$ cat src/shared/csf_cfg.svh
`ifndef CSF_CFG_SVH
`define CSF_CFG_SVH

// Register indices; byte address on the AXI4-Lite bus is index * 4
`define CSF_IDX_STATUS   8'h03
`define CSF_IDX_INTERRUPT_CONTROL_REG   8'h0B
`define CSF_IDX_IRQSTAT  8'h10
`define CSF_IDX_IRQMASK  8'h11

// Low seven file-address bits; the upper two bits select the bank
`define CSF_FILE_STATUS  7'h03
`define CSF_FILE_INTERRUPT_CONTROL_REG  7'h0B

// Status field positions
`define CSF_ST_IRP       7
`define CSF_ST_RP1       6
`define CSF_ST_RP0       5
`define CSF_ST_TO        4
`define CSF_ST_PD        3
`define CSF_ST_Z         2
`define CSF_ST_DC        1
`define CSF_ST_C         0

// Interrupt control field positions
`define CSF_IC_GIE       7
`define CSF_IC_TMR0IE    5
`define CSF_IC_EXTIE     4
`define CSF_IC_PORTIE    3
`define CSF_IC_TMR0IF    2
`define CSF_IC_EXTIF     1
`define CSF_IC_PORTIF    0

// Bus interrupt status bits
`define CSF_EV_TIMER0      0
`define CSF_EV_EXT       1
`define CSF_EV_PORT      2
`define CSF_EV_WDT       3
`define CSF_EV_W         4

// Reset values
`define CSF_ST_RST       8'h18
`define CSF_IC_RST       8'h00
`define CSF_EV_RST       4'h0

// AXI responses
`define CSF_RESP_OKAY    2'h0
`define CSF_RESP_DECERR  2'h3

`endif

$ cat src/shared/csf_pkg.sv
package csf_pkg;

	typedef enum logic [2:0] {
		CSF_OP_NONE  = 3'h0,
		CSF_OP_ADD   = 3'h1,
		CSF_OP_SUB   = 3'h2,
		CSF_OP_AND   = 3'h3,
		CSF_OP_IOR   = 3'h4,
		CSF_OP_XOR   = 3'h5,
		CSF_OP_ZONLY = 3'h6
	} csf_alu_op_t;

	typedef struct packed {
		logic        valid;
		csf_alu_op_t op;
		logic [7:0]  a;
		logic [7:0]  b;
	} csf_alu_req_t;

	typedef struct packed {
		logic z;
		logic dc;
		logic c;
	} csf_flags_t;

	typedef struct packed {
		logic       en;
		logic [8:0] addr;
		logic [7:0] data;
	} csf_file_wr_t;

endpackage

$ cat src/verilog/csf_alu_flags.sv
`timescale 1ns/100ps
`default_nettype none

module csf_alu_flags (
	input  wire csf_pkg::csf_alu_req_t req,
	output logic [7:0]                 result,
	output var csf_pkg::csf_flags_t    flags,
	output var csf_pkg::csf_flags_t    updMask
);

	logic [8:0] sum9;
	logic [4:0] sum5;

	always_comb begin
		sum9    = 9'h000;
		sum5    = 5'h00;
		result  = req.a;
		updMask = '{z: 1'b0, dc: 1'b0, c: 1'b0};
		unique case (req.op)
			csf_pkg::CSF_OP_ADD: begin
				sum9    = {1'b0, req.a} + {1'b0, req.b};
				sum5    = {1'b0, req.a[3:0]} + {1'b0, req.b[3:0]};
				result  = sum9[7:0];
				updMask = '{z: 1'b1, dc: 1'b1, c: 1'b1};
			end
			csf_pkg::CSF_OP_SUB: begin
				// Two's complement add: carry out set means no borrow
				sum9    = {1'b0, req.a} + {1'b0, ~req.b} + 9'h001;
				sum5    = {1'b0, req.a[3:0]} + {1'b0, ~req.b[3:0]} + 5'h01;
				result  = sum9[7:0];
				updMask = '{z: 1'b1, dc: 1'b1, c: 1'b1};
			end
			csf_pkg::CSF_OP_AND: begin
				result    = req.a & req.b;
				updMask.z = 1'b1;
			end
			csf_pkg::CSF_OP_IOR: begin
				result    = req.a | req.b;
				updMask.z = 1'b1;
			end
			csf_pkg::CSF_OP_XOR: begin
				result    = req.a ^ req.b;
				updMask.z = 1'b1;
			end
			csf_pkg::CSF_OP_ZONLY: begin
				updMask.z = 1'b1;
			end
			default: begin
				result = req.a;
			end
		endcase
		if (!req.valid) begin
			updMask = '{z: 1'b0, dc: 1'b0, c: 1'b0};
		end
		flags.z  = (result == 8'h00);
		flags.dc = sum5[4];
		flags.c  = sum9[8];
	end

endmodule

`default_nettype wire

$ cat src/verilog/csf_core_status.sv
`timescale 1ns/100ps
`default_nettype none
`include "csf_cfg.svh"

// How it works
// - Instructions that compute Z, DC or C override written values for those bits.
// - Time-out and power-down bits cannot be written by any instruction.
// - Indirect bank bit picks banks 2-3 when 1, banks 0-1 when 0.
// - Two direct bank bits select one of four 128-byte banks.
// - Time-out bit set by power-up, watchdog clear, sleep; cleared by time-out.
// - Power-down bit set by power-up and watchdog clear; cleared by sleep.
// - Zero flag reflects whether an arithmetic or logic result is zero.
// - Digit carry reflects carry out of the low nibble on add/subtract.
// - Carry reflects carry out of the top bit on add/subtract.
// - On subtract, carry and digit carry read 0 for borrow, 1 otherwise.
// - Status answers at file addresses 03h, 83h, 103h and 183h.
// - Interrupt control register holds enables and flags for three sources.
// - Interrupt flags set on their condition regardless of any enable.
// - Global enable off blocks all irqTake interrupts; on allows unmasked ones; the bus irq ignores it.
// - Indirect address is the bank bit above the 8-bit file pointer.
module csf_core_status (
	input  wire logic                    core_clk,
	input  wire logic                    nrst,
	input  wire logic [11:0]             s_axi_awaddr,
	input  wire logic                    s_axi_awvalid,
	output logic                         s_axi_awready,
	input  wire logic [31:0]             s_axi_wdata,
	input  wire logic [3:0]              s_axi_wstrb,
	input  wire logic                    s_axi_wvalid,
	output logic                         s_axi_wready,
	output logic [1:0]                   s_axi_bresp,
	output logic                         s_axi_bvalid,
	input  wire logic                    s_axi_bready,
	input  wire logic [11:0]             s_axi_araddr,
	input  wire logic                    s_axi_arvalid,
	output logic                         s_axi_arready,
	output logic [31:0]                  s_axi_rdata,
	output logic [1:0]                   s_axi_rresp,
	output logic                         s_axi_rvalid,
	input  wire logic                    s_axi_rready,
	input  wire csf_pkg::csf_alu_req_t   aluReq,
	input  wire csf_pkg::csf_file_wr_t   fileWr,
	input  wire logic [8:0]              fileRdAddr,
	output logic [7:0]                   fileRdData,
	output logic [7:0]                   aluResult,
	input  wire logic                    wdtClearExec,
	input  wire logic                    sleepExec,
	input  wire logic                    wdtTimeout,
	input  wire logic                    timer0Ovf,
	input  wire logic                    extPinEdge,
	input  wire logic                    portChange,
	input  wire logic [7:0]              filePointer,
	input  wire logic [6:0]              instrAddr,
	output logic [8:0]                   directAddr,
	output logic [8:0]                   indirectAddr,
	output logic                         irqTake,
	output logic                         irq
);

	logic [7:0]            status_ff;
	logic [7:0]            nxt_status;
	logic [7:0]            interrupt_control_reg_ff;
	logic [7:0]            nxt_interrupt_control_reg;
	logic [3:0]            irqStat_ff;
	logic [3:0]            nxt_irqStat;
	logic [3:0]            irqMask_ff;
	logic [3:0]            nxt_irqMask;
	logic                  bvalid_ff;
	logic                  nxt_bvalid;
	logic [1:0]            bresp_ff;
	logic [1:0]            nxt_bresp;
	logic                  rvalid_ff;
	logic                  nxt_rvalid;
	logic [31:0]           rdata_ff;
	logic [31:0]           nxt_rdata;
	logic [1:0]            rresp_ff;
	logic [1:0]            nxt_rresp;
	logic [7:0]            fileRdData_ff;
	logic [7:0]            nxt_fileRdData;
	logic [7:0]            aluResult_ff;
	logic [7:0]            nxt_aluResult;
	logic [7:0]            aluOut;
	csf_pkg::csf_flags_t   aluFlags;
	csf_pkg::csf_flags_t   aluUpd;
	logic                  wrTake;
	logic                  rdTake;
	logic [9:0]            wrIdx;
	logic [9:0]            rdIdx;
	logic [3:0]            events;

	// Any bank mirrors the register: only the low seven bits are compared
	function automatic logic csf_file_hit(input logic [8:0] addr, input logic [6:0] low);
		csf_file_hit = (addr[6:0] == low);
	endfunction

	function automatic logic csf_bus_hit(input logic [9:0] idx, input logic [7:0] reg_idx);
		csf_bus_hit = (idx == {2'h0, reg_idx});
	endfunction

	csf_alu_flags u_alu (
		.req     (aluReq),
		.result  (aluOut),
		.flags   (aluFlags),
		.updMask (aluUpd)
	);

	assign events[`CSF_EV_TIMER0] = timer0Ovf;
	assign events[`CSF_EV_EXT]  = extPinEdge;
	assign events[`CSF_EV_PORT] = portChange;
	assign events[`CSF_EV_WDT]  = wdtTimeout;

	// Write address and data are taken together; the master holds both until then
	assign wrTake        = s_axi_awvalid && s_axi_wvalid && !bvalid_ff;
	assign s_axi_awready = wrTake;
	assign s_axi_wready  = wrTake;
	assign rdTake        = s_axi_arvalid && !rvalid_ff;
	assign s_axi_arready = rdTake;
	assign wrIdx         = s_axi_awaddr[11:2];
	assign rdIdx         = s_axi_araddr[11:2];

	assign s_axi_bvalid = bvalid_ff;
	assign s_axi_bresp  = bresp_ff;
	assign s_axi_rvalid = rvalid_ff;
	assign s_axi_rdata  = rdata_ff;
	assign s_axi_rresp  = rresp_ff;
	assign fileRdData   = fileRdData_ff;
	assign aluResult    = aluResult_ff;

	assign directAddr   = {status_ff[`CSF_ST_RP1:`CSF_ST_RP0], instrAddr};
	assign indirectAddr = {status_ff[`CSF_ST_IRP], filePointer};

	assign irqTake = interrupt_control_reg_ff[`CSF_IC_GIE] && (
		(interrupt_control_reg_ff[`CSF_IC_TMR0IE] && interrupt_control_reg_ff[`CSF_IC_TMR0IF]) ||
		(interrupt_control_reg_ff[`CSF_IC_EXTIE] && interrupt_control_reg_ff[`CSF_IC_EXTIF]) ||
		(interrupt_control_reg_ff[`CSF_IC_PORTIE] && interrupt_control_reg_ff[`CSF_IC_PORTIF]));
	assign irq = |(irqStat_ff & irqMask_ff);

	// Register state: status, interrupt control, bus interrupt status and mask
	always_comb begin
		nxt_status  = status_ff;
		nxt_interrupt_control_reg  = interrupt_control_reg_ff;
		nxt_irqStat = irqStat_ff;
		nxt_irqMask = irqMask_ff;
		// Bus writes go first so the core, which owns the register, wins a collision, except on DC and C while an AND, IOR, XOR or Z-only op masks the file write
		if (wrTake && s_axi_wstrb[0]) begin
			if (csf_bus_hit(wrIdx, `CSF_IDX_STATUS)) begin
				nxt_status[`CSF_ST_IRP:`CSF_ST_RP0] = s_axi_wdata[`CSF_ST_IRP:`CSF_ST_RP0];
				nxt_status[`CSF_ST_Z:`CSF_ST_C]     = s_axi_wdata[`CSF_ST_Z:`CSF_ST_C];
			end
			if (csf_bus_hit(wrIdx, `CSF_IDX_INTERRUPT_CONTROL_REG)) begin
				nxt_interrupt_control_reg = s_axi_wdata[7:0];
			end
			if (csf_bus_hit(wrIdx, `CSF_IDX_IRQSTAT)) begin
				nxt_irqStat = irqStat_ff & ~s_axi_wdata[`CSF_EV_W-1:0];
			end
			if (csf_bus_hit(wrIdx, `CSF_IDX_IRQMASK)) begin
				nxt_irqMask = s_axi_wdata[`CSF_EV_W-1:0];
			end
		end
		if (fileWr.en && csf_file_hit(fileWr.addr, `CSF_FILE_STATUS)) begin
			nxt_status[`CSF_ST_IRP:`CSF_ST_RP0] = fileWr.data[`CSF_ST_IRP:`CSF_ST_RP0];
			// Computed flags mask the write on all three bits at once
			if (!(aluUpd.z || aluUpd.dc || aluUpd.c)) begin
				nxt_status[`CSF_ST_Z:`CSF_ST_C] = fileWr.data[`CSF_ST_Z:`CSF_ST_C];
			end
		end
		if (fileWr.en && csf_file_hit(fileWr.addr, `CSF_FILE_INTERRUPT_CONTROL_REG)) begin
			nxt_interrupt_control_reg = fileWr.data;
		end
		if (aluUpd.z) begin
			nxt_status[`CSF_ST_Z] = aluFlags.z;
		end
		if (aluUpd.dc) begin
			nxt_status[`CSF_ST_DC] = aluFlags.dc;
		end
		if (aluUpd.c) begin
			nxt_status[`CSF_ST_C] = aluFlags.c;
		end
		if (wdtClearExec) begin
			nxt_status[`CSF_ST_TO] = 1'b1;
			nxt_status[`CSF_ST_PD] = 1'b1;
		end
		if (sleepExec) begin
			nxt_status[`CSF_ST_TO] = 1'b1;
			nxt_status[`CSF_ST_PD] = 1'b0;
		end
		if (wdtTimeout) begin
			nxt_status[`CSF_ST_TO] = 1'b0;
		end
		// Condition sets win over any clear in the same cycle
		if (timer0Ovf) begin
			nxt_interrupt_control_reg[`CSF_IC_TMR0IF] = 1'b1;
		end
		if (extPinEdge) begin
			nxt_interrupt_control_reg[`CSF_IC_EXTIF] = 1'b1;
		end
		if (portChange) begin
			nxt_interrupt_control_reg[`CSF_IC_PORTIF] = 1'b1;
		end
		nxt_irqStat = nxt_irqStat | events;
	end

	always_ff @(posedge core_clk or negedge nrst) begin
		if (!nrst) begin
			status_ff  <= `CSF_ST_RST;
			interrupt_control_reg_ff  <= `CSF_IC_RST;
			irqStat_ff <= `CSF_EV_RST;
			irqMask_ff <= `CSF_EV_RST;
		end else begin
			status_ff  <= nxt_status;
			interrupt_control_reg_ff  <= nxt_interrupt_control_reg;
			irqStat_ff <= nxt_irqStat;
			irqMask_ff <= nxt_irqMask;
		end
	end

	// Bus answers and core-side read data
	always_comb begin
		nxt_bvalid     = bvalid_ff;
		nxt_bresp      = bresp_ff;
		nxt_rvalid     = rvalid_ff;
		nxt_rdata      = rdata_ff;
		nxt_rresp      = rresp_ff;
		nxt_aluResult  = aluReq.valid ? aluOut : aluResult_ff;
		nxt_fileRdData = 8'h00;
		if (csf_file_hit(fileRdAddr, `CSF_FILE_STATUS)) begin
			nxt_fileRdData = status_ff;
		end else if (csf_file_hit(fileRdAddr, `CSF_FILE_INTERRUPT_CONTROL_REG)) begin
			nxt_fileRdData = interrupt_control_reg_ff;
		end
		if (bvalid_ff && s_axi_bready) begin
			nxt_bvalid = 1'b0;
		end
		if (wrTake) begin
			nxt_bvalid = 1'b1;
			nxt_bresp  = `CSF_RESP_DECERR;
			if (csf_bus_hit(wrIdx, `CSF_IDX_STATUS) || csf_bus_hit(wrIdx, `CSF_IDX_INTERRUPT_CONTROL_REG) ||
				csf_bus_hit(wrIdx, `CSF_IDX_IRQSTAT) || csf_bus_hit(wrIdx, `CSF_IDX_IRQMASK)) begin
				nxt_bresp = `CSF_RESP_OKAY;
			end
		end
		if (rvalid_ff && s_axi_rready) begin
			nxt_rvalid = 1'b0;
		end
		if (rdTake) begin
			nxt_rvalid = 1'b1;
			nxt_rresp  = `CSF_RESP_OKAY;
			nxt_rdata  = 32'h0000_0000;
			if (csf_bus_hit(rdIdx, `CSF_IDX_STATUS)) begin
				nxt_rdata[7:0] = status_ff;
			end else if (csf_bus_hit(rdIdx, `CSF_IDX_INTERRUPT_CONTROL_REG)) begin
				nxt_rdata[7:0] = interrupt_control_reg_ff;
			end else if (csf_bus_hit(rdIdx, `CSF_IDX_IRQSTAT)) begin
				nxt_rdata[`CSF_EV_W-1:0] = irqStat_ff;
			end else if (csf_bus_hit(rdIdx, `CSF_IDX_IRQMASK)) begin
				nxt_rdata[`CSF_EV_W-1:0] = irqMask_ff;
			end else begin
				nxt_rresp = `CSF_RESP_DECERR;
			end
		end
	end

	always_ff @(posedge core_clk or negedge nrst) begin
		if (!nrst) begin
			bvalid_ff     <= 1'b0;
			bresp_ff      <= `CSF_RESP_OKAY;
			rvalid_ff     <= 1'b0;
			rdata_ff      <= 32'h0000_0000;
			rresp_ff      <= `CSF_RESP_OKAY;
			fileRdData_ff <= 8'h00;
			aluResult_ff  <= 8'h00;
		end else begin
			bvalid_ff     <= nxt_bvalid;
			bresp_ff      <= nxt_bresp;
			rvalid_ff     <= nxt_rvalid;
			rdata_ff      <= nxt_rdata;
			rresp_ff      <= nxt_rresp;
			fileRdData_ff <= nxt_fileRdData;
			aluResult_ff  <= nxt_aluResult;
		end
	end

	// An add or subtract that also targets status must leave the computed flags
	property p_alu_wins;
		@(posedge core_clk) disable iff (!nrst)
		(aluUpd.c && fileWr.en && fileWr.addr[6:0] == 7'h03)
		|=> (status_ff[2:0] == {$past(aluFlags.z), $past(aluFlags.dc), $past(aluFlags.c)});
	endproperty
	a_alu_wins: assert property (p_alu_wins) else $error("written flags overrode computed flags");
	property p_reset_bits_hold;
		@(posedge core_clk) disable iff (!nrst)
		(!wdtClearExec && !sleepExec && !wdtTimeout) |=> $stable(status_ff[4:3]);
	endproperty
	a_reset_bits_hold: assert property (p_reset_bits_hold) else $error("TO or PD changed without cause");
	property p_timeout_clears;
		@(posedge core_clk) disable iff (!nrst)
		wdtTimeout |=> !status_ff[4];
	endproperty
	a_timeout_clears: assert property (p_timeout_clears) else $error("time-out did not clear TO");
	property p_sleep_sets;
		@(posedge core_clk) disable iff (!nrst)
		(sleepExec && !wdtTimeout) |=> (status_ff[4:3] == 2'h2);
	endproperty
	a_sleep_sets: assert property (p_sleep_sets) else $error("sleep left TO/PD wrong");
	property p_add_carry;
		@(posedge core_clk) disable iff (!nrst)
		(aluReq.valid && aluReq.op == csf_pkg::CSF_OP_ADD)
		|=> (status_ff[0] == (({1'b0, $past(aluReq.a)} + {1'b0, $past(aluReq.b)}) > 9'h0FF));
	endproperty
	a_add_carry: assert property (p_add_carry) else $error("carry wrong after add");
	property p_sub_borrow;
		@(posedge core_clk) disable iff (!nrst)
		(aluReq.valid && aluReq.op == csf_pkg::CSF_OP_SUB)
		|=> (status_ff[0] == ($past(aluReq.a) >= $past(aluReq.b)))
			&& (status_ff[1] == ($past(aluReq.a[3:0]) >= $past(aluReq.b[3:0])));
	endproperty
	a_sub_borrow: assert property (p_sub_borrow) else $error("borrow polarity wrong");
	property p_flag_sets;
		@(posedge core_clk) disable iff (!nrst)
		timer0Ovf |=> interrupt_control_reg_ff[2] && irqStat_ff[0];
	endproperty
	a_flag_sets: assert property (p_flag_sets) else $error("timer0 flag not set");
	// Both directions: a dropped source or a missing global gate fires
	property p_gie_gate;
		@(posedge core_clk) disable iff (!nrst)
		irqTake == (interrupt_control_reg_ff[7] && (|(interrupt_control_reg_ff[5:3] & interrupt_control_reg_ff[2:0])));
	endproperty
	a_gie_gate: assert property (p_gie_gate) else $error("interrupt gating wrong");
	property p_indirect;
		@(posedge core_clk) disable iff (!nrst)
		$rose(status_ff[7]) |-> indirectAddr[8] && directAddr[8:7] == status_ff[6:5];
	endproperty
	a_indirect: assert property (p_indirect) else $error("bank select not applied");
	// Answer appears one cycle after the take and stands until bready
	property p_bresp;
		@(posedge core_clk) disable iff (!nrst)
		(wrTake || (s_axi_bvalid && !s_axi_bready)) |=> s_axi_bvalid;
	endproperty
	a_bresp: assert property (p_bresp) else $error("write answer missing");

endmodule

`default_nettype wire

$ cat config.mk
export PLATFORM = sky130hd
export DESIGN_NAME = csf_core_status
export DESIGN_NICKNAME = d
export VERILOG_FILES = /design/src/shared/csf_pkg.sv /design/src/verilog/csf_alu_flags.sv /design/src/verilog/csf_core_status.sv
export VERILOG_INCLUDE_DIRS = /design/src /design/src/shared
export SDC_FILE = /design/constraint.sdc
export NUM_CORES = 1
export LEC_CHECK = 0
export BUFFER_PORTS_ARGS = -buffer_cell sky130_fd_sc_hd__buf_2
export CORE_UTILIZATION = 50
export DETAILED_ROUTE_END_ITERATION = 8
export GPL_TIMING_DRIVEN = 0
export PLACE_DENSITY = 0.87
export SLEW_MARGIN = 0
export SYNTH_ARGS = -nofsm -noshare
export SYNTH_HDL_FRONTEND = slang
export SYNTH_SLANG_ARGS = --single-unit
export TNS_END_PERCENT = 10
$ cat constraint.sdc
create_clock -name core_clk -period 4.26 [get_ports core_clk]
set_input_delay 0.852 -clock core_clk [delete_from_list [all_inputs] [get_ports core_clk]]
set_output_delay 0.852 -clock core_clk [all_outputs]
set_load 0.005 [all_outputs]
==> results.toml, run 1 <==
[die]
ioPinCount = 212
start_util_pct = 52.55
core_sq_um = 7848
die_area_sq_um = 8616
die_w_microns = 92.82
die_h_microns = 92.82
num_rows = 32

[global_route]
grt_pass1_wl_microns = 16700
grt_max_degree = 53
grt_pass1_vias = 3584
grt_use_total_pct = 24.14
antenna_found_initial = 0
grt-ovfl-total = 0

[route]
drt_wl_total_microns = 10590
drt-initial-drc-count = 152
drc_errors = 0
wire_per_inst_microns = 14.73
drtPass1Iterations = 4
detail_route.vias_per_cell = 5.323
ant_nets = 0
num_vias = 3827

[timing]
hold_violations = 0
rsz0062_at_grt = "false"
max_clock_freq_ghz = 0.3427
slew_headroom_pct = 25.53
fin_hold_ws_ns = 0.4795
min_period_over_period_pct = 68.51
worstMarginPinSlew_ns = 1.117
clock_skew_ns = 0.007409
setup_viol_count_final = 0
final.min_clock_period_ns = 2.918
finalSetupTns_ns = 0
slew_viol_final = 0

[pwr]
clkPwrFrac_pct = 23.2
p_sw_uw = 379.0
netSwitchingFraction_pct = 30.92
power_density_nw_per_um2 = 240.7
comb_power_share_pct = 31.1
seqPwrFrac_pct = 45.7
p_leak_uw = 0.002669
ir_worst_vdd_mv = 0.1347
intPower_uw = 846.6
totalPowerFinal_uw = 1226

[setup_path]
critical_path_required_ns = 4.45
worst-setup-path-type = "in2reg"
endpoint_kind = "flop"
worst-r2r-cell-count = 7
path_max_fanout = 8
cp-start-kind = "input pin"
rr_startpoint = "s_axi_bvalid"
crit_path_max_incr_delay_ns = 0.46
crit_chain = "buf_2 -> inv_1 -> ha_1 -> clkinv_1 -> a211oi_2 -> a31oi_1 -> a311oi_1 -> o21ai_0 -> o41ai_1"
worst-r2r-setup-slack_ns = 1.98
cp_slowest_cell = "a211oi_2"
cp_data_arrival_time_ns = 3.10
r2r-end = "status_ff[2]"

[synth]
synthCells = 454
yosysTopAreaCell = "dfrtp_1"
synth-seq-cells = 52
synth_ff_type = "dfrtp_1"
synth_edf_count = 0
yosysMostFrequentCell = "dfrtp_1"
synth_area_per_cell_sq_um = 9.084
yosys-top-cells-area = "dfrtp_1, buf_4, mux2i_1, ha_1, mux2_2"
seq_area_frac_synth_pct = 31.61
synth_top_cell_area_share_pct = 30.34
synth_commonest_cells = "dfrtp_1, buf_4, nand2_1, mux2i_1, inv_1"
synth.distinct_cells = 66
netlist_area_sq_um = 4124
ys_warn_count = 0
async_flop_share_pct = 100.0

[hold_path]
hold_path.class = "reg2reg"
min_from = "s_axi_rdata[5]"
hold_end = "s_axi_rdata[5]"
whs_path_depth = 2

[place]
dp_cells = 711
io_buffers = 132
routabilityCongestion = 0.9411
dp_hpwl_microns = 8661

[cts]
ctsResizeCount = 0
clk_latency_ns = 0.30
clockBufferDepth = 2
cts_tree = "done"
cts_sinks = 52
numCtsBuffers = 5
path_clk_slew_ns = 0.09
post_cts_buffers = 0
root_buffer = "clkbuf_8"
hold_buffers = 0
h-tree-depth = 2

[cells_and_area]
syn_to_final_growth_pct = 23.45
fin_cells = 719
layout.nets = 777
drive_gt1_share_pct = 35.98
antenna_cells = 0
fin_util_pct = 64.88

[outcome]
status = "finished clean"

[flow_run]
drv_cap = 0
==> sequential cells by signal, indices dropped and copies added, names as in the netlist <==
signal                    flops
fileRdData                    8
interrupt_control_reg_ff      8
s_axi_rvalid                  1
s_axi_bvalid                  1
s_axi_rdata                   8
s_axi_rresp                   1
aluResult                     8
irqStat_ff                    4
status_ff                     8
irqMask_ff                    4
s_axi_bresp                   1
==> cell usage in the layout, fill, tap and decap left out, drive strengths merged, types with 5 or more instances in the layout <==
cell / synthesis / layout
a211oi: 5 / 5
clkbuf: 11 / 17
o21a: 5 / 5
a21oi: 18 / 18
o221ai: 5 / 5
mux2i: 34 / 34
o31ai: 7 / 7
nand2: 38 / 38
buf: 54 / 186
nor3b: 5 / 5
mux2: 15 / 15
nor2b: 6 / 6
a21o: 9 / 9
nor3: 10 / 10
dfrtp: 50 / 50
nor2: 28 / 28
nand2b: 7 / 7
nand3: 7 / 7
conb: 1 / 24
o21ai: 19 / 19
ha: 24 / 24
nor4: 5 / 5
inv: 29 / 29
==> area by class of cell <==
class	count	area, sq um
multi-input cells	329	2365
inverters	31	116.4
well taps	102	127.6
clock inverters	2	10.01
repair buffers	132	660.6
fillers	667	2756
flip-flops and latches	52	1304
clock buffers	6	82.58
plain buffers	65	425.4
==> per-stage QoR <==
step | cell area [sq um] | setup WS (ns)
after floorplan | 4210 | 1.585
after global placement | 4999 | 1.104
after detailed placement | 4999 | 1.083
after CTS | 5091 | 1.379
after global routing | 5091 | 1.162
final | 5091 | 1.342
==> layer usage <==
metal / up-vias / part of all wire (%) / wire [microns] / track usage, %
li1: 1872 / - / - / -
met1: 1773 / 40 / 4250 / 29.04
met2: 158 / 52 / 5520 / 44.73
met3: 24 / 5.3 / 565 / 2.217
met4: 0 / 2.4 / 257 / 7.949
met5: - / 0 / 0 / 0
==> critical path: cells and delay by family <==
family	cells	cell delay, ns
AOI/OAI and AO/OA	5	1.43
buffers and inverters	3	0.43
adders and majority gates	1	0.38
==> worst max-delay path by stage <==
stage                           from            to  slack (ns)  cells past startpoint
after floorplan            aluReq[8]  status_ff[2]        1.59                      9
after global placement    aluReq[13]  status_ff[2]        1.10                      9
after detailed placement  aluReq[13]  status_ff[2]        1.08                      9
after CTS                 aluReq[13]  status_ff[2]        1.38                      9
after global routing      aluReq[13]  status_ff[2]        1.16                      9
final                     aluReq[13]  status_ff[2]        1.34                      9
==> logic make-up after synthesis <==
family | synth area share (%)
adder cells (fa/ha/maj) | 8.253
flip-flops | 31.61
XOR/XNOR | 0.6373
buffers and inverters | 13.14
AO/OA/AOI/OAI | 17.35
multiplexers | 12.35
AND/OR/NAND/NOR | 16.57
other | 0.09093
==> power by group through the flow <==
stage	sequential (uW)	clock [uW]	combinational, uW
after floorplan	566	0	229
after global placement	567	0	371
after detailed placement	569	0	380
after CTS	560	290	381
after global routing	564	308	421
final	560	284	381
(Power assumes the default switching activity.)
==> run 2, diff against run 1 <==
--- a/config.mk
+++ b/config.mk
@@ -7,10 +7,10 @@
 export NUM_CORES = 1
 export LEC_CHECK = 0
 export BUFFER_PORTS_ARGS = -buffer_cell sky130_fd_sc_hd__buf_2
-export CORE_UTILIZATION = 50
+export CORE_UTILIZATION = 42
 export DETAILED_ROUTE_END_ITERATION = 8
 export GPL_TIMING_DRIVEN = 0
-export PLACE_DENSITY = 0.87
+export PLACE_DENSITY = 0.78
 export SLEW_MARGIN = 0
 export SYNTH_ARGS = -nofsm -noshare
 export SYNTH_HDL_FRONTEND = slang
==> constraint.sdc (replaced) <==
create_clock -name core_clk -period 2.45 [get_ports core_clk]
set_input_delay 0.49 -clock core_clk [delete_from_list [all_inputs] [get_ports core_clk]]
set_output_delay 0.49 -clock core_clk [all_outputs]
set_load 0.005 [all_outputs]
==> results.toml, run 2 (same netlist as run 1, synthesis figures left out) <==
[outcome]
status = "finished clean"

[global_route]
grt_pass1_wl_microns = 16680
antenna_found_initial = 0
grt_use_total_pct = 20.62
grt_pass1_vias = 3525
grt_max_degree = 53
grt-ovfl-total = 0

[cells_and_area]
multi_input_area_sq_um = 2455
ff_latch_area_sq_um = 1304
fin_util_pct = 55.89
final_cell_mix = "buf_2, dfrtp_1, buf_4"
fin_cells = 749
mostFrequentLayoutCell = "buf_2"
syn_to_final_growth_pct = 27.00
layout.nets = 780
antenna_cells = 0
drive_gt1_share_pct = 38.23
n_fill_cell = 884

[timing]
hold_violations = 0
clock_skew_ns = 0.01526
min_period_over_period_pct = 94.29
slew_headroom_pct = 23.93
slew_viol_final = 0
finalSetupTns_ns = 0
worstMarginPinSlew_ns = 1.141
final.min_clock_period_ns = 2.310
fin_hold_ws_ns = 0.3175
max_clock_freq_ghz = 0.4329
setup_viol_count_final = 0

[pwr]
totalPowerFinal_uw = 2159
power_density_nw_per_um2 = 412.2
p_leak_uw = 0.002699
ir_worst_vdd_mv = 0.1869

[setup_path]
path_max_fanout = 3
critical_path_required_ns = 2.62
cp-start-kind = "input pin"
crit_chain = "buf_2 -> ha_1 -> fa_2 -> nand3_1 -> a21oi_1 -> o21a_1 -> or3_1 -> a32oi_2 -> o41ai_2"
worst-setup-path-type = "in2reg"
cp_slowest_cell = "or3_1"
crit_path_max_incr_delay_ns = 0.41
endpoint_kind = "flop"
cp_data_arrival_time_ns = 2.48

[cts]
cts_tree = "done"
h-tree-depth = 2
numCtsBuffers = 5
clockBufferDepth = 2
cts_sinks = 52
clk_latency_ns = 0.31
path_clk_slew_ns = 0.10
root_buffer = "clkbuf_8"
hold_buffers = 0

[die]
num_rows = 35
die_area_sq_um = 10220
core_sq_um = 9371
start_util_pct = 44.01
die_w_microns = 101.1
ioPinCount = 212
die_h_microns = 101.1

[route]
wire_per_inst_microns = 14.57
drt-initial-drc-count = 153
num_vias = 3834
drtPass1Iterations = 4
ant_nets = 0
drt_wl_total_microns = 10910
drc_errors = 0
detail_route.vias_per_cell = 5.119

[place]
routabilityCongestion = 0.9604
dp_cells = 738
io_buffers = 132
dp_hpwl_microns = 8940

[flow_run]
drv_cap = 0

[hold_path]
hold_path.class = "in2reg"
run 2: layout make-up:
class | instances | area share [%]
Clock buffer | 6 | 1.386
Inverter | 31 | 2.246
Timing Repair Buffer | 135 | 13.04
Multi-Input combinational cell | 329 | 46.87
Clock inverter | 2 | 0.3106
Sequential cell | 52 | 24.89
Buffer | 65 | 8.170
Tap cell | 129 | 3.082
run 2: worst max-delay path, delay by kind of cell:
| family | cells | cell delay [ns] |
|---|---|---|
| AOI/OAI and AO/OA | 4 | 0.70 |
| adders and majority gates | 2 | 0.65 |
| buffers and inverters | 1 | 0.11 |
| and+or+nand+nor | 2 | 0.54 |
run 2: what timing repair did:
item                       4_1_cts  5_1_grt
setup buffers                    0        3
pin swaps                        0        6
setup endpoints to repair        2        5
gates resized for setup          5       14
run 2: where the power goes:
part | leakage [uW] | switching, uW | internal, uW
registers | 0.000639 | 48.9 | 926
clock network | 0.0000414 | 283 | 204
logic | 0.00202 | 360 | 337
run 2: path summary, 6_finish.rpt:
kind / from / end / slack [ns] / depth (start not counted)
max: aluReq[0] / status_ff[2] / 0.14 / 9
min: wdtTimeout / status_ff[4] / 0.32 / 2
max reg2reg: s_axi_bvalid / status_ff[2] / 0.25 / 7
min reg2reg: s_axi_rdata[6] / s_axi_rdata[6] / 0.48 / 2
max in group asynchronous: nrst / irqMask_ff[0] / 1.34 / 1
min in group asynchronous: nrst / fileRdData[7] / 0.39 / 1
run 2: metal layers:
| layer | global-route usage (%) | wire (microns) |
|---|---|---|
| met1 | 24.81 | 4495 |
| met2 | 38.36 | 5659 |
| met3 | 2.427 | 614 |
| met4 | 5.797 | 142 |
| met5 | 0 | 0 |
run 2: stage by stage:
step,worst slack [ns],instance area (sq um)
after global placement,-0.3870,5032
after detailed placement,-0.4929,5032
final,0.1399,5238
after CTS,0.01191,5155
after floorplan,0.1374,4210
after global routing,-0.008292,5238
==> run 3, diff against run 2 <==
--- a/config.mk
+++ b/config.mk
@@ -11,6 +11,7 @@
 export DETAILED_ROUTE_END_ITERATION = 8
 export GPL_TIMING_DRIVEN = 0
 export PLACE_DENSITY = 0.78
+export SETUP_SLACK_MARGIN = 0.4
 export SLEW_MARGIN = 0
 export SYNTH_ARGS = -nofsm -noshare
 export SYNTH_HDL_FRONTEND = slang
==> results.toml, run 3 (same netlist as run 1, synthesis figures left out) <==
[route]
ant_nets = 0
drt_wl_total_microns = 11750
num_vias = 3964
drtPass1Iterations = 4
drc_errors = 0
detail_route.vias_per_cell = 5.202
drt-initial-drc-count = 154
wire_per_inst_microns = 15.42

[cells_and_area]
fin_util_pct = 60.93
antenna_cells = 0
n_fill_cell = 841
drive_gt1_share_pct = 46.13
layout.nets = 793
syn_to_final_growth_pct = 38.47
multi_input_area_sq_um = 2728
final_cell_mix = "buf_2, buf_4, dfrtp_1"
ff_latch_area_sq_um = 1304
mostFrequentLayoutCell = "buf_2"

[die]
start_util_pct = 44.01
die_h_microns = 101.1
ioPinCount = 212
core_sq_um = 9371
die_area_sq_um = 10220
die_w_microns = 101.1
num_rows = 35

[cts]
h-tree-depth = 2
hold_buffers = 0
clockBufferDepth = 2
path_clk_slew_ns = 0.09
numCtsBuffers = 5
cts_sinks = 52
cts_tree = "done"
root_buffer = "clkbuf_8"
clk_latency_ns = 0.30

[hold_path]
hold_path.class = "in2reg"

[pwr]
power_density_nw_per_um2 = 403.0
ir_worst_vdd_mv = 0.2183
totalPowerFinal_uw = 2301
p_leak_uw = 0.002842

[place]
post-place-ws_ns = -0.4166
routabilityCongestion = 0.9219
dp_hpwl_microns = 8924
io_buffers = 132

[timing]
max_clock_freq_ghz = 0.4687
worstMarginPinSlew_ns = 1.124
setup_viol_count_final = 0
final.min_clock_period_ns = 2.134
slew_viol_final = 0
hold_violations = 0
slew_headroom_pct = 25.09
min_period_over_period_pct = 87.09
setup_ws_ns = 0.3162
clock_skew_ns = 0.004996
rsz0062_at_grt = "true"

[setup_path]
crit_chain = "buf_8 -> inv_6 -> ha_4 -> buf_8 -> nor3_4 -> nor3_4 -> o31ai_2 -> xnor2_1 -> o2111ai_2 -> o41ai_2"
path_max_fanout = 5
cp-start-kind = "input pin"
cp_data_arrival_time_ns = 2.33
cp_slowest_cell = "o41ai_2"
crit_path_max_incr_delay_ns = 0.33
path_buf_inv = 3
worst-setup-path-type = "in2reg"
cp_top_family = "compound AO/OA/AOI/OAI gates"
endpoint_kind = "flop"
critical_path_required_ns = 2.65

[global_route]
grt_max_degree = 53
met1_usage_pct = 25.24
grt-ovfl-total = 0
grt_pass1_vias = 3691
grt_pass1_wl_microns = 17510
grt_use_total_pct = 21.80
use_met3_pct = 2.288
antenna_found_initial = 0
busiest_layer = "met2"
met2_usage_pct = 41.65

[flow_run]
drv_cap = 0

[outcome]
status = "finished clean"
-- run 3: worst paths after layout --
check | start | endpoint | slack, ns | cells past startpoint
min | wdtTimeout | status_ff[4] | 0.33 | 2
max reg2reg | s_axi_bvalid | status_ff[0] | 0.36 | 7
min reg2reg | s_axi_rdata[6] | s_axi_rdata[6] | 0.49 | 2
min in group asynchronous | nrst | fileRdData[6] | 0.40 | 1
max in group asynchronous | nrst | irqMask_ff[3] | 1.37 | 1
max | aluReq[10] | status_ff[2] | 0.32 | 10
-- run 3: routing by layer --
layer	wire length, microns	share of wire, %
met5	0	0
met1	4604	39
met2	6295	54
met4	171	1.5
met3	678	5.8
-- run 3: worst reg2reg max path: cells and delay by family, from the launching register on --
kind | cells | cell delay [ns]
buffers and inverters | 1 | 0.11
DFF | 1 | 0.39
muxes | 1 | 0.28
AOI/OAI and AO/OA | 2 | 0.45
and+or+nand+nor | 3 | 0.75
-- run 3: timing repair --
| item | in CTS | in global routing |
|---|---|---|
| pin swaps | 20 | 29 |
| setup buffers | 6 | 8 |
| gates resized for setup | 53 | 49 |
| setup endpoints to repair | 12 | 14 |
| gates cloned | 1 | 1 |
| hold endpoints to repair | 0 | 0 |
-- run 3: final cells by class --
cell class	instances	share of cell area [%]
Buffer	65	8.019
Clock buffer	6	1.446
Clock inverter	2	0.1753
Inverter	31	2.564
Multi-Input combinational cell	329	47.77
Sequential cell	52	22.83
Tap cell	129	2.826
Timing Repair Buffer	148	14.37
-- run 3: power breakdown --
group	switching, uW	internal [uW]
sequential	49.3	926
clock	269	226
combinational	420	411
total	739	1560
-- run 3: stage by stage --
stage / std cells / instance area (sq um) / hold slack, ns / setup TNS [ns]
after floorplan: 477 / 4239 / 0.1944 / 0
after global placement: 738 / 5061 / 0.4548 / -1.014
after detailed placement: 738 / 5061 / 0.4682 / -1.181
after CTS: 753 / 5463 / 0.3158 / 0
after global routing: 762 / 5710 / 0.3107 / 0
final: 762 / 5710 / 0.3256 / 0
